**src/plls_pkg.sv**
```systemverilog
// constants, register map and helpers for the pll configuration and power-down bank
//
// How it works
// - synth mode bit resets 0, selects crystal-only
// - pump current code resets 100b, 110-880 uA
// - series resistor code resets 01b
// - parallel capacitor code resets 01b, 40-200 pF
// - second pole bit resets 1, higher resistor
// - lock accuracy bit resets 1, 16 ppm
// - lock override resets 0, automatic lock
// - vco select resets 1, first oscillator
// - two 5-bit manual codes, 01011b and 00000b
// - crystal doubler off bit resets 0
// - two input disable bits reset 0
// - eight output disable bits reset 0
// - digital loop disable bit resets 0
// - calibration hold bit resets 0
// - reserved bits written zero, read undefined
package plls_pkg;

  ////////////////////////////////////////////////////////////////////////////////
  // register addresses on the serial register port
  localparam int              PLLS_NREG      = 9;
  localparam logic [15:0]     PLLS_ADDR_LOOP = 16'h00AC;  // pll_loop_filter_setup
  localparam logic [15:0]     PLLS_ADDR_LOCK = 16'h00AD;  // pll_lock_mode_setup
  localparam logic [15:0]     PLLS_ADDR_FIRST_OSCILLATOR = 16'h00AE;  // vco_one_manual_lock
  localparam logic [15:0]     PLLS_ADDR_SECOND_OSCILLATOR = 16'h00AF;  // vco_two_manual_lock
  localparam logic [15:0]     PLLS_ADDR_SPAR = 16'h00B4;  // power_down_spare
  localparam logic [15:0]     PLLS_ADDR_INDI = 16'h00B5;  // input_disable
  localparam logic [15:0]     PLLS_ADDR_FIXD = 16'h00B6;  // power_down_fixed
  localparam logic [15:0]     PLLS_ADDR_OUTD = 16'h00B7;  // output_disable
  localparam logic [15:0]     PLLS_ADDR_BLKD = 16'h00B8;  // pll_block_disable

  // storage indices, packed image index 0 is the lowest address
  localparam logic [3:0]      PLLS_IDX_LOOP  = 4'h0;
  localparam logic [3:0]      PLLS_IDX_LOCK  = 4'h1;
  localparam logic [3:0]      PLLS_IDX_FIRST_OSCILLATOR  = 4'h2;
  localparam logic [3:0]      PLLS_IDX_SECOND_OSCILLATOR  = 4'h3;
  localparam logic [3:0]      PLLS_IDX_SPAR  = 4'h4;
  localparam logic [3:0]      PLLS_IDX_INDI  = 4'h5;
  localparam logic [3:0]      PLLS_IDX_FIXD  = 4'h6;
  localparam logic [3:0]      PLLS_IDX_OUTD  = 4'h7;
  localparam logic [3:0]      PLLS_IDX_BLKD  = 4'h8;

  ////////////////////////////////////////////////////////////////////////////////
  // field defaults
  localparam logic [2:0]      PLLS_PUMP_DEF  = 3'h4;
  localparam logic [1:0]      PLLS_RES_DEF   = 2'h1;
  localparam logic [1:0]      PLLS_CAP_DEF   = 2'h1;
  localparam logic            PLLS_POLE_DEF  = 1'h1;
  localparam logic            PLLS_SYN_DEF   = 1'h0;
  localparam logic            PLLS_ACC_DEF   = 1'h1;
  localparam logic            PLLS_OVR_DEF   = 1'h0;
  localparam logic            PLLS_VSEL_DEF  = 1'h1;
  localparam logic [4:0]      PLLS_CODE1_DEF = 5'h0B;
  localparam logic [4:0]      PLLS_CODE2_DEF = 5'h00;
  localparam logic            PLLS_DBL_DEF   = 1'h0;
  localparam logic [1:0]      PLLS_INOFF_DEF = 2'h0;
  localparam logic [7:0]      PLLS_OUTOFF_DEF = 8'h00;
  localparam logic            PLLS_DLOFF_DEF = 1'h0;
  localparam logic            PLLS_CAL_DEF   = 1'h0;
  localparam logic            PLLS_ONE       = 1'h1;  // fixed-one positions

  ////////////////////////////////////////////////////////////////////////////////
  // field positions inside their registers
  localparam int              PLLS_PUMP_LSB  = 5;
  localparam int              PLLS_RES_LSB   = 3;
  localparam int              PLLS_CAP_LSB   = 1;
  localparam int              PLLS_POLE_BIT  = 0;
  localparam int              PLLS_SYN_BIT   = 3;
  localparam int              PLLS_ACC_BIT   = 1;
  localparam int              PLLS_OVR_BIT   = 0;
  localparam int              PLLS_VSEL_BIT  = 5;
  localparam int              PLLS_DBL_BIT   = 0;
  localparam int              PLLS_DLOFF_BIT = 2;
  localparam int              PLLS_CAL_BIT   = 0;

  // writable bits per register, reserved bits stay zero
  localparam logic [PLLS_NREG-1:0][7:0] PLLS_MASK =
    {8'h0F, 8'hFF, 8'h10, 8'h0F, 8'h01, 8'h1F, 8'h3F, 8'h0B, 8'hFF};

  // reset image built from the field defaults
  localparam logic [PLLS_NREG-1:0][7:0] PLLS_RESET_IMG = {
    {4'h0, PLLS_ONE, PLLS_DLOFF_DEF, PLLS_ONE, PLLS_CAL_DEF},
    PLLS_OUTOFF_DEF,
    {3'h0, PLLS_ONE, 4'h0},
    {4'h0, PLLS_ONE, PLLS_ONE, PLLS_INOFF_DEF},
    {7'h00, PLLS_DBL_DEF},
    {3'h0, PLLS_CODE2_DEF},
    {2'h0, PLLS_VSEL_DEF, PLLS_CODE1_DEF},
    {4'h0, PLLS_SYN_DEF, 1'h0, PLLS_ACC_DEF, PLLS_OVR_DEF},
    {PLLS_PUMP_DEF, PLLS_RES_DEF, PLLS_CAP_DEF, PLLS_POLE_DEF}};

  // address decode: {hit, index}
  function automatic logic [4:0] plls_decode(input logic [15:0] addr);
    logic [4:0] r;
    r = 5'h00;
    case (addr)
      PLLS_ADDR_LOOP: r = {1'h1, PLLS_IDX_LOOP};
      PLLS_ADDR_LOCK: r = {1'h1, PLLS_IDX_LOCK};
      PLLS_ADDR_FIRST_OSCILLATOR: r = {1'h1, PLLS_IDX_FIRST_OSCILLATOR};
      PLLS_ADDR_SECOND_OSCILLATOR: r = {1'h1, PLLS_IDX_SECOND_OSCILLATOR};
      PLLS_ADDR_SPAR: r = {1'h1, PLLS_IDX_SPAR};
      PLLS_ADDR_INDI: r = {1'h1, PLLS_IDX_INDI};
      PLLS_ADDR_FIXD: r = {1'h1, PLLS_IDX_FIXD};
      PLLS_ADDR_OUTD: r = {1'h1, PLLS_IDX_OUTD};
      PLLS_ADDR_BLKD: r = {1'h1, PLLS_IDX_BLKD};
      default:        r = 5'h00;
    endcase
    return r;
  endfunction

endpackage

```
**src/plls_cfg_if.sv**
```systemverilog
// write path and stored image shared between the bank and its top
interface plls_cfg_if;
  import plls_pkg::*;
  logic                           wrEn;    // one-cycle write strobe
  logic [15:0]                    addr;    // register address
  logic [7:0]                     wrData;  // write data
  logic [PLLS_NREG-1:0][7:0]      image;   // stored register contents

  modport top  (output wrEn, output addr, output wrData, input image);
  modport bank (input wrEn, input addr, input wrData, output image);
endinterface

```
**src/plls_reg_bank.sv**
```systemverilog
// storage for the nine configuration and power-down registers
module plls_reg_bank (
  input  wire logic  clk,
  input  wire logic  rst_n,
  plls_cfg_if.bank   cfg
);
  import plls_pkg::*;

  // whole state of the bank
  typedef struct packed {
    logic [PLLS_NREG-1:0][7:0] regs;  // masked register image
  } plls_bank_s;

  plls_bank_s cur_q;  // registered state
  plls_bank_s nxt_d;  // next state
  logic [4:0] dec;    // decoded write address

  ////////////////////////////////////////////////////////////////////////////////
  // next state: masked store on a mapped write
  always_comb begin
    nxt_d = cur_q;
    dec   = plls_decode(cfg.addr);
    if (cfg.wrEn && dec[4]) begin
      // reserved bits are dropped so they never read back as ones
      nxt_d.regs[dec[3:0]] = cfg.wrData & PLLS_MASK[dec[3:0]];
    end
  end

  // state register, synchronous reset to the listed defaults
  always_ff @(posedge clk) begin
    if (!rst_n) begin
      cur_q.regs <= PLLS_RESET_IMG;
    end else begin
      cur_q <= nxt_d;
    end
  end

  assign cfg.image = cur_q.regs;

endmodule

```
**src/plls_config_regs.sv**
```systemverilog
// top of the pll configuration and power-down register bank
module plls_config_regs (
  input  wire logic         clk,
  input  wire logic         rst_n,
  input  wire logic         regWrEn,
  input  wire logic         regRdEn,
  input  wire logic [15:0]  regAddr,
  input  wire logic [7:0]   regWrData,
  output logic      [7:0]   regRdData,
  output logic              regRdHit,
  output logic      [2:0]   pumpCurrentCode,
  output logic      [1:0]   seriesResistorCode,
  output logic      [1:0]   parallelCapCode,
  output logic              secondPoleSelect,
  output logic              synthOnlySelect,
  output logic              lockCountAccuracy,
  output logic              lockOverride,
  output logic              manualVcoSelect,
  output logic      [4:0]   vcoOneLockCode,
  output logic      [4:0]   vcoTwoLockCode,
  output logic              activeVcoIsFirst,
  output logic      [4:0]   activeLockCode,
  output logic              crystalDoublerOff,
  output logic      [1:0]   inputRefOff,
  output logic      [7:0]   outputOff,
  output logic              digitalLoopOff,
  output logic              apllCalHold
);
  import plls_pkg::*;

  ////////////////////////////////////////////////////////////////////////////////
  // read-side state

  // whole state of the read port
  typedef struct packed {
    logic [7:0] rdData;  // data returned one cycle after the strobe
    logic       rdHit;   // address of that read was mapped
  } plls_rd_s;

  plls_rd_s                  rd_q;   // registered state
  plls_rd_s                  rd_d;   // next state
  logic [4:0]                rdDec;  // decoded read address
  logic [PLLS_NREG-1:0][7:0] img;    // stored image from the bank

  plls_cfg_if cfg ();

  // write path goes straight to the bank, no extra latency
  assign cfg.wrEn   = regWrEn;
  assign cfg.addr   = regAddr;
  assign cfg.wrData = regWrData;
  assign img        = cfg.image;

  // storage bank
  plls_reg_bank u_bank (
    .clk   (clk),
    .rst_n (rst_n),
    .cfg   (cfg)
  );

  ////////////////////////////////////////////////////////////////////////////////
  // read port

  // registered read: an unmapped address returns zero and no hit
  always_comb begin
    rd_d  = rd_q;
    rdDec = plls_decode(regAddr);
    if (regRdEn) begin
      if (rdDec[4]) begin
        // reserved positions hold zero, stricter than needed
        rd_d.rdData = img[rdDec[3:0]];
        rd_d.rdHit  = 1'h1;
      end else begin
        rd_d.rdData = 8'h00;
        rd_d.rdHit  = 1'h0;
      end
    end
  end

  // read state register
  always_ff @(posedge clk) begin
    if (!rst_n) begin
      rd_q <= '0;
    end else begin
      rd_q <= rd_d;
    end
  end

  assign regRdData = rd_q.rdData;
  assign regRdHit  = rd_q.rdHit;

  ////////////////////////////////////////////////////////////////////////////////
  // analog pll fields, straight from flops in the bank except the muxed active lock code

  // charge pump, 110 uA per code step above 110 uA
  assign pumpCurrentCode    = img[PLLS_IDX_LOOP][PLLS_PUMP_LSB+:3];
  // loop filter series resistor
  assign seriesResistorCode = img[PLLS_IDX_LOOP][PLLS_RES_LSB+:2];
  // loop filter parallel capacitor
  assign parallelCapCode    = img[PLLS_IDX_LOOP][PLLS_CAP_LSB+:2];
  // second pole: 1 picks the higher post resistor
  assign secondPoleSelect   = img[PLLS_IDX_LOOP][PLLS_POLE_BIT];

  // synthesizer mode; the free-run force lives in another block
  assign synthOnlySelect    = img[PLLS_IDX_LOCK][PLLS_SYN_BIT];
  // lock count: 0 is 1 ppm, 1 is 16 ppm
  assign lockCountAccuracy  = img[PLLS_IDX_LOCK][PLLS_ACC_BIT];
  // 1 hands lock control to the manual codes
  assign lockOverride       = img[PLLS_IDX_LOCK][PLLS_OVR_BIT];

  // manual vco choice, 1 is the first oscillator
  assign manualVcoSelect    = img[PLLS_IDX_FIRST_OSCILLATOR][PLLS_VSEL_BIT];
  assign vcoOneLockCode     = img[PLLS_IDX_FIRST_OSCILLATOR][4:0];
  assign vcoTwoLockCode     = img[PLLS_IDX_SECOND_OSCILLATOR][4:0];

  // manual lock steering: only meaningful while override is set
  always_comb begin
    activeVcoIsFirst = manualVcoSelect;
    if (manualVcoSelect) begin
      activeLockCode = vcoOneLockCode;
    end else begin
      activeLockCode = vcoTwoLockCode;
    end
  end

  ////////////////////////////////////////////////////////////////////////////////
  // power-down fields

  // 0 doubles the crystal before the pll
  assign crystalDoublerOff  = img[PLLS_IDX_SPAR][PLLS_DBL_BIT];
  // one disable per input reference
  assign inputRefOff        = img[PLLS_IDX_INDI][1:0];
  // one disable per output, the pad driver floats when set
  assign outputOff          = img[PLLS_IDX_OUTD];
  // digital loop disable
  assign digitalLoopOff     = img[PLLS_IDX_BLKD][PLLS_DLOFF_BIT];
  // holds analog calibration off while set
  assign apllCalHold        = img[PLLS_IDX_BLKD][PLLS_CAL_BIT];

  // helper: decode of the current address, for readback checks
  logic [4:0] wrDec;
  assign wrDec = plls_decode(regAddr);
endmodule

```
**config.mk**
```make
export PLATFORM = sky130hd
export DESIGN_NAME = plls_config_regs
export DESIGN_NICKNAME = d
export VERILOG_FILES = /design/src/plls_pkg.sv /design/src/plls_cfg_if.sv /design/src/plls_reg_bank.sv /design/src/plls_config_regs.sv
export SDC_FILE = /design/constraint.sdc
export NUM_CORES = 1
export LEC_CHECK = 0
export ABC_AREA = 1
export BUFFER_PORTS_ARGS = -buffer_cell sky130_fd_sc_hd__clkbuf_2
export CAP_MARGIN = 10
export CORE_AREA = 2 2 102 104
export DETAILED_ROUTE_END_ITERATION = 10
export DIE_AREA = 0 0 104 106
export GPL_ROUTABILITY_DRIVEN = 1
export PLACE_DENSITY = 0.74
export SETUP_SLACK_MARGIN = 0.4
export SLEW_MARGIN = 20
export SYNTH_ARGS = -nofsm -noshare
export SYNTH_HDL_FRONTEND = slang
export SYNTH_SLANG_ARGS = --single-unit
```
**constraint.sdc**
```tcl
create_clock -name clk -period 1.6 [get_ports clk]
set_input_delay 0.16 -clock clk [delete_from_list [all_inputs] [get_ports clk]]
set_output_delay 0.16 -clock clk [all_outputs]
set_load 0.1 [all_outputs]
```
## Word level (Yosys, flattened, before mapping)

Memories as Yosys holds them, arrays and structs flattened.
Index checks and enable logic that the tools add are counted.

- Memories kept: 1
- Bits in read-only memories: 128
- Register bits: 81

- Multiplexer cells: 9
- Bitwise gates (word level): 1
- Reduce and logical (&&, ||, !) cells: 2
- Eq/ne operators: 9
- Order comparisons: 2

Memory list:

| name | words | bits a word | rd ports | clocked after Yosys merged registers in | write ports | RTL line | RTL |
|---|---|---|---|---|---|---|---|
| (name not given) | 16 | 8 | 1 | 0 | 0 | plls_reg_bank.sv:25 | `nxt_d.regs[dec[3:0]] = cfg.wrData & PLLS_MASK[dec[3:0]];` |

Operators with widths:

| kind | number |
|---|---|
| == test 16 x 8 -> 1 bit (second input constant) | 9 |
| bitwise mux 72 bit | 1 |
| case mux 5 bit (9 select lines) | 1 |
| binary-select mux 8 bit (select 4 bit) | 1 |
| demux 8 bit (select 4 bit) | 1 |
| two-way mux 8 bit | 3 |
| two-way mux 9 bit | 1 |
| bitwise AND 8 bit | 1 |
| less-than comparator 4 x 5 -> 1 bit (second input constant) | 1 |
| two-way mux 5 bit | 1 |
| >= comparator 4 x 1 -> 1 bit (second input constant) | 1 |
| logical AND 1 bit | 2 |

## Depth between registers and ports, before layout

Gate-level depths: netlist of the first run.

- Depth after elaboration: 7
- Mapped depth: 13
- Depth with buffers taken out: 13

## By module

A second synthesis of the first run with hierarchy kept.

- Cells, all modules: 661
- Area, all modules: 4,451.8 um^2

Modules (own cells, without submodules):

| module | seq. area each (um^2) | area an instance (um^2) | cells an instance | instances |
|---|---|---|---|---|
| plls_reg_bank | 1,441.4 | 3,010.4 | 406 | 1 |
| plls_config_regs | 180.2 | 1,441.4 | 255 | 1 |

## Worst setup path after synthesis of the first run

No wires, ideal clock.

- Path type: register to output
- Start point: reg u_bank.cur_q, in the netlist u_bank.cfg.image[21]
- End point: out activeLockCode[0]
- Slack: -1.650 ns
- Cell stages (with the launch flop): 3
- Required time: 1.440 ns
- Data arrival time: 3.090 ns
- Path buffers: 1
- Cell sequence: dfxtp_1 -> clkbuf_1 -> o21ai_0

- Word-level cells in the longest chain between the ends: 1

RTL lines:

| element | RTL line | RTL |
|---|---|---|
| start, declared | plls_reg_bank.sv:14 | `plls_bank_s cur_q;` |
| start signal, assigned | plls_reg_bank.sv:34 | `cur_q <= nxt_d;` |
| two-way mux 5 bit | plls_config_regs.sv:118 | `if (manualVcoSelect) begin` |
| end, declared | plls_config_regs.sv:22 | `output logic [4:0] activeLockCode,` |

Every way passes these cells.

## Worst setup path after layout of the first run

- Start point: in regAddr[11]
- End point: reg rd_q, in the netlist regRdData[7]

- Word-level cells in the longest chain between the ends: 5
- Elaborated cells between the ends (all ways): 13
- Classes of those cells: eq/ne: 9; mux: 4

RTL lines:

| element | RTL line | RTL |
|---|---|---|
| start, declared | plls_config_regs.sv:7 | `input wire logic [15:0] regAddr,` |
| == test 16 x 8 -> 1 bit | plls_pkg.sv:98 | `case (addr)` |
| case mux 5 bit (9 select lines) * | plls_pkg.sv:98 |  |
| binary-select mux 8 bit (select 4 bit) | plls_config_regs.sv:70 | `rd_d.rdData = img[rdDec[3:0]];` |
| two-way mux 8 bit (not written as such) | plls_config_regs.sv:70 |  |
| two-way mux 9 bit * | plls_config_regs.sv:68 | `if (rdDec[4]) begin` |
| end signal, assigned | plls_config_regs.sv:84 | `rd_q <= rd_d;` |
| end, declared | plls_config_regs.sv:40 | `plls_rd_s rd_q;` |

Every way passes the cells marked *; elsewhere a longest branch is shown, timed or not. The select of a mux whose other input is x is not followed.
A chain may end at the register's enable or synchronous reset.

==> results of run 1 <==
-- cells in the mapped netlist (all sizes together) --
cell type,n
o2111ai,2
nand2,107
nor3,16
nand3,35
inv,110
clkbuf,10
a21oi,45
o21ai,58
clkinv,2
buf,48
nor2,49
dfxtp,81
o211ai,4
nand4,49
-- worst reg2reg max path: cells and delay by family, from the launching register on --
kind / cells / cell delay [ns]
DFF: 1 / 0.43
and+or+nand+nor: 3 / 0.34
AOI/OAI and AO/OA: 2 / 0.34
buffers and inverters: 1 / 0.08
-- path summary, 6_finish.rpt --
kind                         from                    to  slack [ns]  cells past startpoint
min                  regWrData[6]  u_bank.cfg.image[62]        0.06                      3
max                   regAddr[11]          regRdData[7]        0.15                     14
min reg2reg  u_bank.cfg.image[35]  u_bank.cfg.image[35]        0.44                      2
max reg2reg  u_bank.cfg.image[61]          regRdData[5]        0.34                      6
-- power breakdown --
group	switching [mW]	leakage [nW]	internal, mW	total (mW)
clock network	0.809	0.125	1.06	1.87
logic	0.220	2.42	0.107	0.327
registers	0.0000435	0.661	2.01	2.01
-- flip-flops by register name (all words and copies together) (netlist names) --
signal	flops
regRdData	8
regRdHit	1
u_bank.cfg.image	72
-- per-stage QoR --
stage,setup slack (ns),hold WS (ns),area [sq um],instances,util
global placement,-0.2720,0.4206,5341,826,0.5342
floorplan,0.09908,0.2864,4634,616,-
global route,0.05996,0.09637,7238,884,0.7238
finish,0.1456,0.06267,7238,884,0.7238
detailed placement,-0.3034,0.4262,5341,826,0.5342
CTS,0.1878,0.05211,6807,869,0.6807
-- kinds of logic (layout without fill, tap and decap cells) --
group                  Yosys count  in the layout
AND/OR/NAND/NOR                256            259
buffers and inverters          170            298
flip-flops                      81             81
AO/OA/AOI/OAI                  109            110
-- layout make-up --
cell class,count,share of cell area
timing repair buffer,169,0.2778
multi-input combinational,369,0.3713
clock inverter,3,0.009507
tap,136,0.02351
inverter,112,0.06396
timing repair inverter,1,0.001037
clock buffer,13,0.02489
sequential,81,0.2280
-- routing by layer --
layer	vias up	track usage
met4	0	0.1351
met2	241	0.4685
met5	-	0
met1	2270	0.3443
met3	62	0.04660
li1	2237	-
-- timing repair --
| item | 4_1_cts | 5_1_grt |
|---|---|---|
| endpoints found under the setup margin | 118 | 107 |
| pin swaps | 33 | 29 |
| buffers inserted | 21 | 13 |
| resized for setup | 235 | 97 |
| cloned | 6 | 2 |
==> flow_summary.ini, run 1 <==
[status]
status = complete, no violations

[drt]
post_drt_wl_per_cell_microns = 18.23
top_layer = met4
drtIter0Drc = 456
drc_errors = 0
drtPass1Iterations = 5
route.met2.wl_microns = 8067
routed_via_density = 5.441
finalWirelength_microns = 16120
met3_length_microns = 1112
ant_nets = 0
drt-met1-wl_microns = 6155
num_vias = 4810

[power]
p_leak_nw = 3.202
power.density_mw_per_mm2 = 581.7
power_mw = 4.210
vdd_drop_max_mv = 0.4983

[clock_network]
cts_max_level = 3
holdBufCountCts = 0
clkSinkCount = 81
clk_pin_slew_ns = 0.09
tritoncts = built
cts_buffers = 9
cts_buffer_depth = 2
clock_latency_ns = 0.38
cts_root_buf = clkbuf_8

[synthesis]
synth-xor-area-share = 0
syn_nets = 644
synthDistinctLibCells = 34
synthAdderAreaFrac = 0
synth_mux_area_frac = 0
syn_area_per_cell_sq_um = 7.101
synth_cells = 616
synth-compound-area-share = 0.1370
synth_top_family_by_area = simple AND/OR/NAND/NOR gates
ys_warn_count = 0
synth_top_cell_area_share = 0.3707
synthSimpleGateAreaFrac = 0.3092
synth_seq_cells = 81
synth_top_area_cell = dfxtp_1
netlist_area_sq_mm = 0.004374
synth_area_leaders = dfxtp_1 (37%), inv_1 (8.4%), nand2_1 (8.3%), nand4_1 (7.0%), buf_4 (5.7%)
ys_seq_area_frac = 0.3707

[cells_and_area]
layout_commonest_cell = inv_1
regArea_sq_mm = 0.001650
diodes = 0
area_growth_pct = 65.47
final_net_count = 771
multi_input_area_sq_mm = 0.002688
final_cell_mix = inv_1 (86), nand2_1 (70), dfxtp_1 (60)
fill_cells = 709
drive_gt1_frac = 0.5147

[floorplan]
io_pins = 78
core-area_sq_mm = 0.01000
die_area_sq_mm = 0.01102
die_x_microns = 104
die_h_microns = 106
initial_core_util = 0.4374
row_count = 37

[timing]
skew_ns = 0.01016
setup_tns_ns = 0
maxSlewViolCount = 0
period_share = 0.9090
period_needed_ns = 1.454
hold_viol = 0
setup_viol = 0
rsz0062_at_grt = yes
slew_headroom = 0.6913
max_freq_mhz = 687.5
max_slew.worst_pin.slew_ns = 0.4630

[setup_path]
cp_max_fo = 9
cp_top_family = simple AND/OR/NAND/NOR gates
worstPathArrival_ns = 1.72
crit_slowest_cell = nor2_8
path_class = in -> reg
start_kind = input port
worst-path-buf-inv = 4
cpPeakStageDelay_ns = 0.21
crit_required_ns = 1.86
crit_chain = clkbuf_2 -> nor2_2 -> nand2_2 -> nor2_8 -> nand2_8 -> nand2_8 -> buf_4 -> buf_12 -> buf_16 -> nand4_1 -> nand2_2 -> o21ai_2 -> nand3_1 -> a21oi_1
end_kind = flop

[global_routing]
grt_pass1_wl_microns = 23980
grt_pass1_vias = 4615
antenna_found_initial = 0
grt_usage = 0.2774
grt_max_degree = 34
overflow = 0

[flow_run]
maxCapViolCount = 0

[placement]
place.detailed.hpwl_microns = 10090
place.gp.congestion = 0.9226
port_buffers = 77

[min_path]
hp-class = in -> reg
Note: power is estimated with default switching activity, not from simulation.
==> run 2, diff against run 1 <==
--- a/config.mk
+++ b/config.mk
@@ -5,14 +5,13 @@
 export SDC_FILE = /design/constraint.sdc
 export NUM_CORES = 1
 export LEC_CHECK = 0
-export ABC_AREA = 1
 export BUFFER_PORTS_ARGS = -buffer_cell sky130_fd_sc_hd__clkbuf_2
 export CAP_MARGIN = 10
-export CORE_AREA = 2 2 102 104
+export CORE_AREA = 2 2 93 95
 export DETAILED_ROUTE_END_ITERATION = 10
-export DIE_AREA = 0 0 104 106
+export DIE_AREA = 0 0 95 97
 export GPL_ROUTABILITY_DRIVEN = 1
-export PLACE_DENSITY = 0.74
+export PLACE_DENSITY = 0.8
 export SETUP_SLACK_MARGIN = 0.4
 export SLEW_MARGIN = 20
 export SYNTH_ARGS = -nofsm -noshare
==> constraint.sdc (replaced) <==
create_clock -name clk -period 1.6 [get_ports clk]
set_input_delay 0.16 -clock clk [delete_from_list [all_inputs] [get_ports clk]]
set_output_delay 0.16 -clock clk [all_outputs]
set_load 0.02 [all_outputs]
==> run 2 against run 1 <==
The run now ends with negative setup slack left. Die area fell by 16%. Clock power fell by 6%. Worst hold slack improved by 0.042 ns.
==> flow_summary.ini, run 2 <==
[placement]
port_buffers = 77
dp.cells = 657
dpl_worst_slack_ns = -0.5000
place.gp.congestion = 0.9460
place.detailed.hpwl_microns = 10000

[floorplan]
core-area_sq_mm = 0.008134
die_x_microns = 95
io_pins = 78
row_count = 33
initial_core_util = 0.4876
die_h_microns = 97
die_area_sq_mm = 0.009215

[clock_network]
cts_root_buf = clkbuf_8
tritoncts = built
clock_latency_ns = 0.37
holdBufCountCts = 0
clkSinkCount = 81
cts_buffer_depth = 2
cts_max_level = 3
cts_buffers = 9
clk_pin_slew_ns = 0.10

[setup_path]
crit_slowest_cell = or4_4
crit_required_ns = 1.86
path_class = in -> reg
start_kind = input port
crit_chain = buf_6 -> or4_4 -> nor4_4 -> buf_6 -> buf_6 -> a21o_1 -> a32oi_2 -> o31ai_1
cpPeakStageDelay_ns = 0.57
rrSetupSlack_ns = 0.08
cpMostUsedCell = buf_6
end_kind = flop
cp_max_fo = 5
worstPathArrival_ns = 2.19

[power]
power_frac_comb = 0.099
power_mw = 4.176
power_switching_mw = 1.039
power.internal_mw = 3.137
seqPwrFrac = 0.482
p_leak_nw = 2.702
power.density_mw_per_mm2 = 660.0
vdd_drop_max_mv = 0.4963
power_switching_share = 0.2487
power.share.clock = 0.420

[cells_and_area]
regArea_sq_mm = 0.001625
drive_gt1_frac = 0.5285
diodes = 0
multi_input_area_sq_mm = 0.002643
area_growth_pct = 59.53
layout_commonest_cell = dfxtp_1
fill_cells = 481
largest_register_ffs = 72
final_net_count = 639
instances_no_fill = 720
final_cell_mix = dfxtp_1 (80), buf_4 (75), clkbuf_2 (64)
post-route-util = 0.7779

[synthesis]
synth_cells = 449
synthArstFlopShare = 0
synth_area_leaders = dfxtp_1 (41%), buf_4 (5.5%), mux2i_1 (4.5%), o21ai_0 (4.2%), and3_1 (4.1%)
synth_ff_type = dfxtp_1
synth_common_cells = dfxtp_1 (81), nor2_1 (34), o21ai_0 (33)
synthDistinctLibCells = 54
syn_nets = 477
ys_warn_count = 0
synth_edf_count = 0
synth_top_cell_area_share = 0.4088
synth_seq_cells = 81
ys_seq_area_frac = 0.4088
syn_area_per_cell_sq_um = 8.834
post-synth-top-count-cell = dfxtp_1
netlist_area_sq_mm = 0.003966
synth_top_area_cell = dfxtp_1

[global_routing]
grt_usage = 0.3107
grt_pass1_wl_microns = 21940
overflow = 0
grt_max_degree = 41
grt_pass1_vias = 4093
antenna_found_initial = 0

[timing]
period_needed_ns = 1.929
slew_headroom = 0.6132
hold_viol = 0
max_slew.worst_pin.slew_ns = 0.5791
maxSlewViolCount = 0
period_share = 1.206
max_freq_mhz = 518.4
setup_viol = 70
setup_slack_ns = -0.3288
skew_ns = 0.02024
holdWs_ns = 0.1042
rsz0062_at_grt = yes

[drt]
routed_via_density = 6.624
post_drt_wl_per_cell_microns = 24.72
drtPass1Iterations = 9
ant_nets = 0
finalWirelength_microns = 17800
drtIter0Drc = 651
drc_errors = 0
num_vias = 4769

[min_path]
hp-class = in -> reg

[status]
status = finished, violations left
failed_checks = negative setup slack

[flow_run]
maxCapViolCount = 0
-- run 2: cell types whose count changed after synthesis, moves of 13 or more --
cell	previous run	this run
mux2i_1	0	18
o22ai_1	0	13
o21ai_1	23	1
inv_1	98	1
and2_1	0	13
nand3_1	32	15
nand2_1	97	25
a21oi_1	43	25
nand4_1	49	8
and3_1	0	26
-- run 2: area by class of cell --
cell class / instances / area share
Multi-Input combinational cell: 315 / 0.4176
Clock inverter: 4 / 0.01206
Clock buffer: 11 / 0.02393
Sequential cell: 81 / 0.2569
Timing Repair Buffer: 202 / 0.2675
Inverter: 2 / 0.001186
Tap cell: 105 / 0.02076
-- run 2: metrics by stage --
step,instance area [sq um],TNS [ns]
floorplan,4085,-17.86
global placement,4887,-29.77
detailed placement,4887,-31.54
CTS,5487,-2.101
global route,6327,-9.379
finish,6327,-7.511
-- run 2: metal layers --
layer	vias up	part of all wire	GRT usage
li1	1977	-	-
met1	2223	0.36	0.4154
met2	427	0.45	0.4741
met3	142	0.11	0.05685
met4	0	0.085	0.1605
met5	-	0	0
-- run 2: power by group through the flow --
stage	registers (mW)	logic, mW	clock network, mW
floorplan	2.06	0.136	0
global route	2.01	0.423	1.83
detailed placement	2.06	0.323	0
finish	2.01	0.412	1.75
CTS	2.01	0.347	1.72
global placement	2.06	0.320	0
-- run 2: cell families after synthesis --
| family | count (synthesis) | synth area share |
|---|---|---|
| flops | 81 | 0.4088 |
| simple gates | 169 | 0.2391 |
| mux | 24 | 0.06246 |
| xor+xnor | 2 | 0.004417 |
| compound gates | 119 | 0.2054 |
| buf+inv | 54 | 0.07981 |
-- run 2: worst max-delay path: cells and delay by family --
family | cells | cell delay, ns
and+or+nand+nor | 2 | 0.99
buffers and inverters | 3 | 0.42
AOI/OAI and AO/OA | 3 | 0.61
-- run 2: what timing repair did --
item / in CTS / in global routing
gates resized for setup: 65 / 150
hold endpoints to repair: 0 / 0
setup buffers: 13 / 29
pin swaps: 27 / 73
setup endpoints to repair: 84 / 88
gates cloned: 0 / 6
-- run 2: final timing paths --
check        cells after the start            startpoint                    to
min reg2reg                      1  u_bank.cfg.image[54]  u_bank.cfg.image[54]
min                              3          regWrData[6]  u_bank.cfg.image[62]
max reg2reg                      4  u_bank.cfg.image[47]          regRdData[7]
max                              8            regAddr[9]          regRdData[5]
